--- src/hdl/cvc_pkg.sv ---
// Constants and carrier types for the convolver cascade configuration block
// Functional notes
// - Standalone device drives register-load-select high during a load sequence.
// - Interlaced use: bypass input marks odd/even field and steers line-store routing.
// - Coefficients load after reset and, outside host mode, reload on each load trigger.
// - Open host-mode strap selects host mode; host supplies strobe and read/write.
// - Low eight expansion pins form a two-way host data bus.
// - Device acknowledges host on reply-chain-out; host may skip it with long strobes.
// - Register A bits 6:4 pick window mode; 3:0 ignored standalone, 7 with gain.
// - Register C bits 5:4 pick result field, bottom or four bits up.
// - Gain puts 16 top result bits out; overflow flag rises on overflow.
// - Register B bits 2:1 pick line length method; bit 3 external delay.
// - Line-store delay field 01 delays line-store inputs by four pixels.
// - Register D bit 1 shifts internal sum left eight before expansion add.
// - Register D bit 0 adds four accepted pixels of delay on expansion input.
// - Line-store delay field 11 delays line-store inputs by twelve pixels.
package cvc_pkg;
  localparam int CLK_PERIOD_NS    = 25;
  localparam int EPROM_ACCESS_NS  = 250;
  localparam int EPROM_WAIT_CYC   = (EPROM_ACCESS_NS + CLK_PERIOD_NS - 1) / CLK_PERIOD_NS;
  localparam int REPLY_MAX_NS     = 50;
  localparam int REPLY_MAX_CYC    = (REPLY_MAX_NS / CLK_PERIOD_NS < 1) ? 1 : REPLY_MAX_NS / CLK_PERIOD_NS;
  localparam int LOAD_WORDS       = 8;
  localparam logic [2:0] IDX_REG_A = 3'h0;
  localparam logic [2:0] IDX_REG_B = 3'h1;
  localparam logic [2:0] IDX_REG_C = 3'h2;
  localparam logic [2:0] IDX_REG_D = 3'h3;
  localparam logic [7:0] RST_REG   = 8'h00;
  localparam int A_MODE_LSB  = 4;
  localparam int A_GAINX_BIT = 7;
  localparam int B_LEN_LSB   = 1;
  localparam int B_EXTD_BIT  = 3;
  localparam int C_FIELD_LSB = 4;
  localparam int C_GAIN_LSB  = 0;
  localparam int D_EXPD_BIT  = 0;
  localparam int D_SHIFT_BIT = 1;
  localparam int D_LSD_LSB   = 2;
  localparam int LSD_STEP    = 4;
  localparam int LSD_DEPTH   = 12;
  localparam int EXP_DELAY   = 4;
  localparam int SUM_SHIFT   = 8;
  localparam int FIELD_W     = 20;
  localparam int FIELD_STEP  = 4;
  localparam int RESULT_W    = 16;
  localparam int FIFO_DEPTH  = 8;
  typedef struct packed {
    logic [2:0] window_mode;
    logic [3:0] cascade_bits;
    logic       gain_ext_bit;
    logic [1:0] line_len_mode;
    logic       ext_delay_comp;
  } cvc_cfg_t;
  typedef struct packed {
    logic                ovf;
    logic [RESULT_W-1:0] data;
  } cvc_result_t;
endpackage : cvc_pkg

--- src/hdl/cvc_core.sv ---
// Result FIFO and configuration, loading and cascade datapath of the convolver
`timescale 1ns/1ps
`default_nettype none
module cvc_fifo #(
  parameter int WIDTH = 17,
  parameter int DEPTH = 8
) (
  input  wire logic             ref_clk,
  input  wire logic             reset_n,
  input  wire logic             clk_en,
  input  wire logic             in_valid,
  output logic                  in_ready,
  input  wire logic [WIDTH-1:0] in_data,
  output logic                  out_valid,
  input  wire logic             out_ready,
  output logic      [WIDTH-1:0] out_data
);
  localparam int AW = $clog2(DEPTH);
  initial begin
    if (DEPTH < 2 || (1 << AW) != DEPTH) $error("cvc_fifo depth must be a power of two");
  end
  typedef struct packed {
    logic [DEPTH-1:0][WIDTH-1:0] mem;
    logic [AW-1:0]               wp;
    logic [AW-1:0]               rp;
    logic [AW:0]                 cnt;
  } cvc_fifo_st_t;
  cvc_fifo_st_t s, next_s;
  logic push, pop;
  assign in_ready  = (s.cnt != (AW+1)'(DEPTH));
  assign out_valid = (s.cnt != '0);
  assign out_data  = s.mem[s.rp];
  assign push      = in_valid && in_ready;
  assign pop       = out_valid && out_ready;
  always_comb begin
    next_s = s;
    if (push) begin
      next_s.mem[s.wp] = in_data;
      next_s.wp        = s.wp + 1'b1;
    end
    if (pop) next_s.rp = s.rp + 1'b1;
    next_s.cnt = s.cnt + (AW+1)'(push) - (AW+1)'(pop);
  end
  always_ff @(posedge ref_clk or negedge reset_n) begin
    if (!reset_n) s <= '0;
    else if (clk_en) s <= next_s;
  end
endmodule : cvc_fifo

////////////////////////////////////////////////////////////////////////////////
module cvc_top #(
  parameter int LSD_MAX = cvc_pkg::LSD_DEPTH
) (
  input  wire logic        ref_clk,
  input  wire logic        reset_n,
  input  wire logic        clk_en,
  input  wire logic        standalone_strap_n,
  input  wire logic        host_mode_strap,
  input  wire logic        primary_strap_n,
  input  wire logic        load_trigger_n,
  input  wire logic [1:0]  coef_set,
  output logic      [4:0]  eprom_addr,
  input  wire logic        register_load_select_in,
  output logic             register_load_select_out,
  output logic             register_load_select_oe,
  input  wire logic        host_strobe,
  input  wire logic        host_rw,
  input  wire logic [2:0]  host_addr,
  input  wire logic [7:0]  host_data_bus_in,
  output logic      [7:0]  host_data_bus_out,
  output logic             host_data_bus_oe,
  input  wire logic        chain_in,
  output logic             reply_chain_out,
  input  wire logic        first_delay_bypass,
  input  wire logic        pixel_valid,
  output logic             pixel_ready,
  input  wire logic [7:0]  field_pixel_in,
  input  wire logic [7:0]  live_pixel_in,
  input  wire logic [31:0] expansion_in,
  output logic             result_valid,
  input  wire logic        result_ready,
  output logic [15:0]      result_out,
  output logic             overflow_flag,
  output cvc_pkg::cvc_cfg_t cfg,
  output logic             is_primary
);
  initial begin
    if (LSD_MAX != cvc_pkg::LSD_DEPTH) $error("cvc_top line-store delay depth must be 12");
  end
  typedef enum logic [2:0] {
    ST_IDLE = 3'b001,
    ST_LOAD = 3'b010,
    ST_ACK  = 3'b100
  } cvc_state_t;
  typedef struct packed {
    cvc_state_t                         st;
    logic [2:0]                         idx;
    logic [3:0]                         wait_cnt;
    logic [3:0][7:0]                    regs;
    logic [3:0][7:0]                    coef;
    logic                               trig_q;
    logic                               strobe_q;
    logic [7:0]                         rd_data;
    logic [LSD_MAX-1:0][7:0]            lsd;
    logic [cvc_pkg::EXP_DELAY-1:0][31:0] exd;
  } cvc_top_st_t;
  cvc_top_st_t s, next_s;

  logic single, host_mode, advance, fifo_in_ready;
  logic [7:0]  route_pix, store_pix;
  logic [1:0]  lsd_code;
  logic [31:0] sum, exp_term, total;
  logic [19:0] field;
  logic [35:0] gained;
  cvc_pkg::cvc_result_t res_in, res_out;

  ////////////////////////////////////////////////////////////////////////////////
  // Straps and configuration fields
  assign single    = !standalone_strap_n;
  assign host_mode = host_mode_strap;
  assign is_primary = !primary_strap_n;
  assign cfg.window_mode    = s.regs[cvc_pkg::IDX_REG_A][cvc_pkg::A_MODE_LSB +: 3];
  // Cascade bits carry no meaning standalone, so they are forced to zero there
  assign cfg.cascade_bits   = single ? 4'h0 : s.regs[cvc_pkg::IDX_REG_A][3:0];
  assign cfg.gain_ext_bit   = s.regs[cvc_pkg::IDX_REG_C][3:0] != 4'h0 ? 1'b0
                              : s.regs[cvc_pkg::IDX_REG_A][cvc_pkg::A_GAINX_BIT];
  assign cfg.line_len_mode  = s.regs[cvc_pkg::IDX_REG_B][cvc_pkg::B_LEN_LSB +: 2];
  assign cfg.ext_delay_comp = s.regs[cvc_pkg::IDX_REG_B][cvc_pkg::B_EXTD_BIT];
  assign lsd_code = s.regs[cvc_pkg::IDX_REG_D][cvc_pkg::D_LSD_LSB +: 2];

  ////////////////////////////////////////////////////////////////////////////////
  // Loading port pins
  assign register_load_select_oe  = single;
  assign register_load_select_out = (s.st == ST_LOAD);
  assign eprom_addr        = {coef_set, s.idx};
  assign host_data_bus_out = s.rd_data;
  assign host_data_bus_oe  = host_mode && host_strobe && host_rw && register_load_select_in;
  assign reply_chain_out   = (s.st == ST_ACK) && (single || chain_in);

  ////////////////////////////////////////////////////////////////////////////////
  // Pixel path
  assign route_pix = first_delay_bypass ? live_pixel_in : field_pixel_in;
  always_comb begin
    unique case (lsd_code)
      2'b00:   store_pix = route_pix;
      2'b01:   store_pix = s.lsd[cvc_pkg::LSD_STEP-1];
      2'b10:   store_pix = s.lsd[2*cvc_pkg::LSD_STEP-1];
      2'b11:   store_pix = s.lsd[3*cvc_pkg::LSD_STEP-1];
    endcase
  end
  assign sum = 32'($signed(store_pix)) * 32'($signed(s.coef[0]));
  // Pixel is 8 bits, so an 8-place shift never loses bits of the 32-bit sum
  assign exp_term = s.regs[cvc_pkg::IDX_REG_D][cvc_pkg::D_EXPD_BIT]
                    ? s.exd[cvc_pkg::EXP_DELAY-1] : expansion_in;
  assign total = (s.regs[cvc_pkg::IDX_REG_D][cvc_pkg::D_SHIFT_BIT]
                 ? (sum << cvc_pkg::SUM_SHIFT) : sum) + exp_term;
  assign field = s.regs[cvc_pkg::IDX_REG_C][cvc_pkg::C_FIELD_LSB]
                 ? total[cvc_pkg::FIELD_STEP +: cvc_pkg::FIELD_W] : total[0 +: cvc_pkg::FIELD_W];
  assign gained = {{16{field[19]}}, field} << s.regs[cvc_pkg::IDX_REG_C][cvc_pkg::C_GAIN_LSB +: 4];
  assign res_in.data = gained[19 -: cvc_pkg::RESULT_W];
  assign res_in.ovf  = (gained[35:19] != {17{gained[19]}});
  assign advance     = pixel_valid && fifo_in_ready;
  assign pixel_ready = fifo_in_ready;

  cvc_fifo #(
    .WIDTH (cvc_pkg::RESULT_W + 1),
    .DEPTH (cvc_pkg::FIFO_DEPTH)
  ) u_fifo (
    .ref_clk   (ref_clk),
    .reset_n   (reset_n),
    .clk_en    (clk_en),
    .in_valid  (pixel_valid),
    .in_ready  (fifo_in_ready),
    .in_data   (res_in),
    .out_valid (result_valid),
    .out_ready (result_ready),
    .out_data  (res_out)
  );
  assign result_out    = res_out.data;
  assign overflow_flag = res_out.ovf && result_valid;

  ////////////////////////////////////////////////////////////////////////////////
  // Sequencer and registers
  always_comb begin
    next_s          = s;
    next_s.trig_q   = load_trigger_n;
    next_s.strobe_q = host_strobe;
    if (advance) begin
      next_s.lsd = {s.lsd[LSD_MAX-2:0], route_pix};
      next_s.exd = {s.exd[cvc_pkg::EXP_DELAY-2:0], expansion_in};
    end
    unique case (s.st)
      ST_IDLE: begin
        if (!host_mode && s.trig_q && !load_trigger_n) begin
          next_s.st       = ST_LOAD;
          next_s.idx      = 3'h0;
          next_s.wait_cnt = 4'h0;
        end else if (host_mode && host_strobe && !s.strobe_q && register_load_select_in) begin
          next_s.st = ST_ACK;
          if (host_rw) begin
            next_s.rd_data = host_addr[2] ? s.coef[host_addr[1:0]] : s.regs[host_addr[1:0]];
          end else if (host_addr[2]) begin
            next_s.coef[host_addr[1:0]] = host_data_bus_in;
          end else begin
            next_s.regs[host_addr[1:0]] = host_data_bus_in;
          end
        end
      end
      ST_LOAD: begin
        // Each word waits out the slow memory access time before it is taken
        if (s.wait_cnt == 4'(cvc_pkg::EPROM_WAIT_CYC - 1)) begin
          next_s.wait_cnt = 4'h0;
          if (s.idx[2]) next_s.coef[s.idx[1:0]] = host_data_bus_in;
          else next_s.regs[s.idx[1:0]] = host_data_bus_in;
          next_s.idx = s.idx + 3'h1;
          if (s.idx == 3'(cvc_pkg::LOAD_WORDS - 1)) next_s.st = ST_IDLE;
        end else begin
          next_s.wait_cnt = s.wait_cnt + 4'h1;
        end
      end
      ST_ACK: begin
        if (!host_strobe) next_s.st = ST_IDLE;
      end
      default: next_s.st = ST_IDLE;
    endcase
  end

  always_ff @(posedge ref_clk or negedge reset_n) begin
    if (!reset_n) begin
      s        <= '0;
      s.st     <= ST_LOAD;
      s.trig_q <= 1'b1;
      s.regs   <= {4{cvc_pkg::RST_REG}};
    end else if (clk_en) begin
      s <= next_s;
    end
  end
endmodule : cvc_top
`default_nettype wire

--- config.mk ---
export PLATFORM = sky130hd
export DESIGN_NAME = cvc_top
export DESIGN_NICKNAME = d
export VERILOG_FILES = /design/src/hdl/cvc_pkg.sv /design/src/hdl/cvc_core.sv
export SDC_FILE = /design/constraint.sdc
export NUM_CORES = 1
export LEC_CHECK = 0
export ABC_AREA = 0
export ABC_CLOCK_PERIOD_IN_PS = 28500
export BUFFER_PORTS_ARGS = -buffer_cell sky130_fd_sc_hd__buf_4
export CORE_UTILIZATION = 45
export CTS_CLUSTER_SIZE = 16
export DETAILED_ROUTE_END_ITERATION = 8
export HOLD_SLACK_MARGIN = 0.15
export PLACE_DENSITY = 0.68
export RECOVER_POWER = 50
export SLEW_MARGIN = 40
export SYNTH_ARGS = -nofsm -noshare
export SYNTH_HDL_FRONTEND = slang
export SYNTH_HIERARCHICAL = 1
export SYNTH_SLANG_ARGS = --single-unit
export TNS_END_PERCENT = 30
--- constraint.sdc ---
create_clock -name ref_clk -period 28.5 [get_ports ref_clk]
set_input_delay 2.85 -clock ref_clk [delete_from_list [all_inputs] [get_ports ref_clk]]
set_output_delay 2.85 -clock ref_clk [all_outputs]
set_load 0.01 [all_outputs]
==> After elaboration in Yosys (flattened, before gate mapping) <==
Index checks and enable logic that the tools add are counted.
{ "word_totals": {"register_bits": 422, "input_bits": 75, "output_inout_bits": 48} }
{ "op_classes": {"add_sub_neg": 7, "multipliers": 1, "magnitude_cmp": 7, "n_eq_ne": 22, "shifts": 1, "n_mux": 42, "bitwise_logic": 1, "reduce_logical": 32} }
{ "ops": {"columns": ["op", "count"], "rows": [
  ["$mux W64", 4],
  ["$pmux W71 S2", 1],
  ["$bwmux W136", 1],
  ["$bwmux W32", 4],
  ["$mux W32", 4],
  ["$bmux W17 S3", 1],
  ["$demux W17 S3", 1],
  ["$mux W8", 6],
  ["$shl A36 B4 Y36", 1],
  ["$mux W17", 2],
  ["$bmux W8 S2", 2],
  ["$demux W8 S2", 2],
  ["$pmux W8 S4", 1],
  ["$add A24 B24 Y24", 1],
  ["$mux W24", 1],
  ["$mux W23", 1],
  ["$mux W20", 1],
  ["$mul A8 B8 Y16", 1],
  ["$ne A16 B16 Y1", 1],
  ["$ne A2 B2 Y1 const B", 8],
  ["$reduce_and A8 Y1", 2],
  ["$logic_and A1 B1 Y1", 14],
  ["$mux W3", 4],
  ["$reduce_and A5 Y1", 2],
  ["31 further kinds", 47]
]} }

==> Longest topological paths before layout <==
{ "depth": {"depth_word": 10, "mapped_depth": 39} }

==> Modules after synthesis <==
The synthesis kept the hierarchy.
{ "by_module_without_submodules": {"columns": ["mod", "instances", "cells_per_inst", "area_each_um2"], "rows": [
  ["cvc_top", 1, 1622, 17952.2],
  ["cvc_fifo", 1, 412, 6811.5]
]} }

==> Least setup slack after synthesis <==
Ideal clock, no wire load.
{ "synth_timing": {"kind": "in2reg", "startpoint": "input port first_delay_bypass", "endpoint": "register u_fifo/s[111] in the netlist's numbering", "setup_ns": 0.125, "arrival_ns": 11.477, "setup_slack_ns": 16.898, "cell_stages": 34, "path_cell_list": "clkbuf_1 > mux2_2 > mux4_2 > and2_1 > fa_1 > inv_1 > fa_1 > inv_1 > fa_1 > inv_1 > fa_1 > inv_1 > ha_1 > nand2_1 > nor4_1 > o31ai_1 > a311o_1 > xnor2_1 > nor2_1 > a21o_1 > ha_1 > buf_2 > a21oi_1 > o21ai_1 > o211a_1 > o22a_1 > a22oi_1 > nand3_1 > a31oi_1 > a22oi_2 > or4_1 > and3_1 > or4_1 > mux2_2"} }
{ "synth_lines": {"columns": ["element", "line", "rtl"], "rows": [
  ["start: declaration", "cvc_core.sv:74", "input wire logic first_delay_bypass,"],
  ["end signal: assignment", "cvc_core.sv:46", "else if (clk_en) s <= next_s;"],
  ["end: declaration", "cvc_core.sv:28", "cvc_fifo_st_t s, next_s;"]
]} }

==> impl_results.md <==
* Post-DP HPWL at between 30000 and 40000 µm
* Starting Density at a little under half
* DR WL/cell at approximately 20 µm
* Reg clk slew, reported paths at 60 ps
* H-tree lvl count at 2
* Final Hold Viols at 0
* Post-synth EDFFs at 0
* Cell count after synthesis at 2034
* Hold WC Path Type: reg2reg
* Clock Sinks at 422
* Clock latency on the worst-skew pair at 580 ps
* Width of the die at 237 µm
* Synth top cells by count: 468 x mux2_2, 420 x dfrtp_1, 109 x inv_1, 101 x nand2_1, 93 x nor2_1
* CTS Root Cell: clkbuf_16
* Synthesized cell area at 24800 µm²
* Failing checks: max-capacitance violations, max-slew violations
* Top cell type's share of synthesized area at 42.4%
* Initial antenna violation count at 0
* Initial DRC count at 1160
* Leakage at ~12 nW
* Seq/Total Area, Yosys at between 40 and 50%
* Warnings, synthesis at 6
* # IOs at roughly 120
* Routability cong. at 0.900
* Hold-fix buffer count after cts at 0
* Hold Worst Slack at between 400 and 500 ps
* Worst rel slew slack at -217%
* Fmax achieved at 0.0739 GHz
* Critical Path Max Stage Delay at 3510 ps
* Outcome: finished with violations
* Critical R2R Launch: lsd_code[0]
* # rows at 85
* Worst-Margin Slew at 4750 ps
* Clock tree buffer depth at 3
* Cell family with the largest share of critical-path delay: buffers and inverters
* Final setup TNS at 0 ps
* Placed cell area at approximately 26000 µm²
* Post-layout minimum cycle time at about 14000 ps
* Setup violators final at 0
* Vias at 16100
* Pwr per Cell Area at a little over 90 nW/µm²
* Max-Cap Viols at 7
* Setup crit end kind: async pin
* Core ar. at 54100 µm²
* GRT Residual Overflow at 0
* Total GRT Usage at 20.5%
* Critical path's slowest cell: clkbuf_1
* Worst path cell trace: clkbuf_1 > clkbuf_1 > clkbuf_1
* Largest net degree at the start of global routing at 97
* Crit Path Class: in2async
* Synth unique cells at 95
* CP startpoint kind: input pin
* Synth area leaders: dfrtp_1 42%, mux2_2 21%, mux4_2 5.5%
* Post-synth top area cell: dfrtp_1
* Syn_nets at 2233
* Yosys reg bits at around 420
* CTS Buf Count at 45
* Fin util at a little over 50%
* Layout Skew at 32.9 ps
* PostCTS Resize Cnt at 0
* Worst-path fanout max at 91
* Critical path origin: reset_n
* P&R area growth vs syn at 11.4%
* Vias per cell at 5.69
* Most common cell in the synthesized netlist: mux2_2
* Antenna Violating Nets Remaining at 0
* Drt total wl at 55800 µm
* Layout cells sized above 1 at 35.6%
* Max IR drop VDD at 0.0000494 V
* RSZ-0062 raised after global routing: no
* Post-CTS Setup Inserts at 0
* Number of global-route vias before repair at 16900
* Syn Area/Cell at 12.2 µm²
* Max-slew violation count at 429
* First-pass GRT wire length at ~92000 µm
* IO Port Bufs at 110
* WP buf/inv at 3
* CP most frequent cell: clkbuf_1
* Fin crit share at 47.5%
* Chip height at 237 µm
* Worst hold path startpoint: host_data_bus_out[2]
* Ant diodes at 0
* Die area at between 50000 and 60000 µm²
* Fin area at 27600 µm²
* CTS tree: done
* Main synth FF type: dfrtp_1
* Worst EP required at 27690 ps
* Worst EP arrival at 12720 ps
* Nets at around 2300
* DR DRC count at 0
* Drt pass-1 iters at 5
* Asr flop ratio synth at 100%
[kinds of logic after synthesis]
family	count (synthesis)	synth area share (%)
AND/OR/NAND/NOR	382	8.18
AO/OA/AOI/OAI	289	8.13
buffers and inverters	238	4.26
adder cells (fa/ha/maj)	124	7.99
XOR/XNOR	31	1.16
multiplexers	548	27.6
flip-flops	422	42.7
[report_power, final]
part	switching (mW)	total (mW)	internal (mW)
logic	0.558	1.05	0.494
registers	0.118	0.919	0.802
clock network	0.233	0.597	0.364
total	0.909	2.57	1.66
[cells in the final DEF (no fill, tap or decap), types with 47 or more instances in the layout]
cell	Yosys	final
and2_1	53	52
buf_4	26	105
dfrtp_1	420	418
mux4_2	61	61
ha_1	67	67
nand2_1	101	101
mux2_2	468	466
nor2_1	93	92
fa_1	57	57
inv_1	109	109
clkbuf_16	0	47
o21ai_0	56	54
a21oi_1	64	64
[layer usage]
layer | GRT usage, % | part of all wire [%] | wire length, µm | up-vias
li1 | - | - | - | 7471
met1 | 28.2 | 45 | 25400 | 8178
met2 | 34.1 | 48 | 26800 | 342
met3 | 2.79 | 4.3 | 2390 | 89
met4 | 5.51 | 2.2 | 1220 | 0
met5 | 0 | 0 | 0 | -
[area by class of cell]
type | instances | area (µm²)
Clock buffer | 68 | 1400
Clock inverter | 11 | 145
Fill cell | 4607 | 26500
Inverter | 114 | 428
Multi-Input combinational cell | 1374 | 13100
Sequential cell | 422 | 10600
Tap cell | 696 | 871
Timing Repair Buffer | 140 | 1040
[state kept, by name, summed over array words and instances (netlist names)]
name / count
cfg: 6
eprom_addr: 3
host_data_bus_out: 8
lsd_code: 2
s: 257
u_fifo/s: 146
[stage by stage]
step	instances	power [mW]	setup slack, ps
finish	2825	2.57	14970
global route	2825	2.73	12340
CTS	2824	2.58	16250
detailed placement	2745	1.97	15700
global placement	2734	1.93	15690
floorplan	2034	1.68	16900
[worst paths after layout]
check                                       end  slack (ps)  depth (start not counted)
setup / recovery                    u_fifo/s[4]       14970                          3
hold / removal             host_data_bus_out[2]         490                          1
setup reg to reg                  u_fifo/s[111]       18000                         34
min in group asynchronous                s[169]        3970                          1
max in group ref_clk              u_fifo/s[111]       16150                         36
hold reg to reg            host_data_bus_out[2]         490                          1
(Power assumes the default switching activity.)
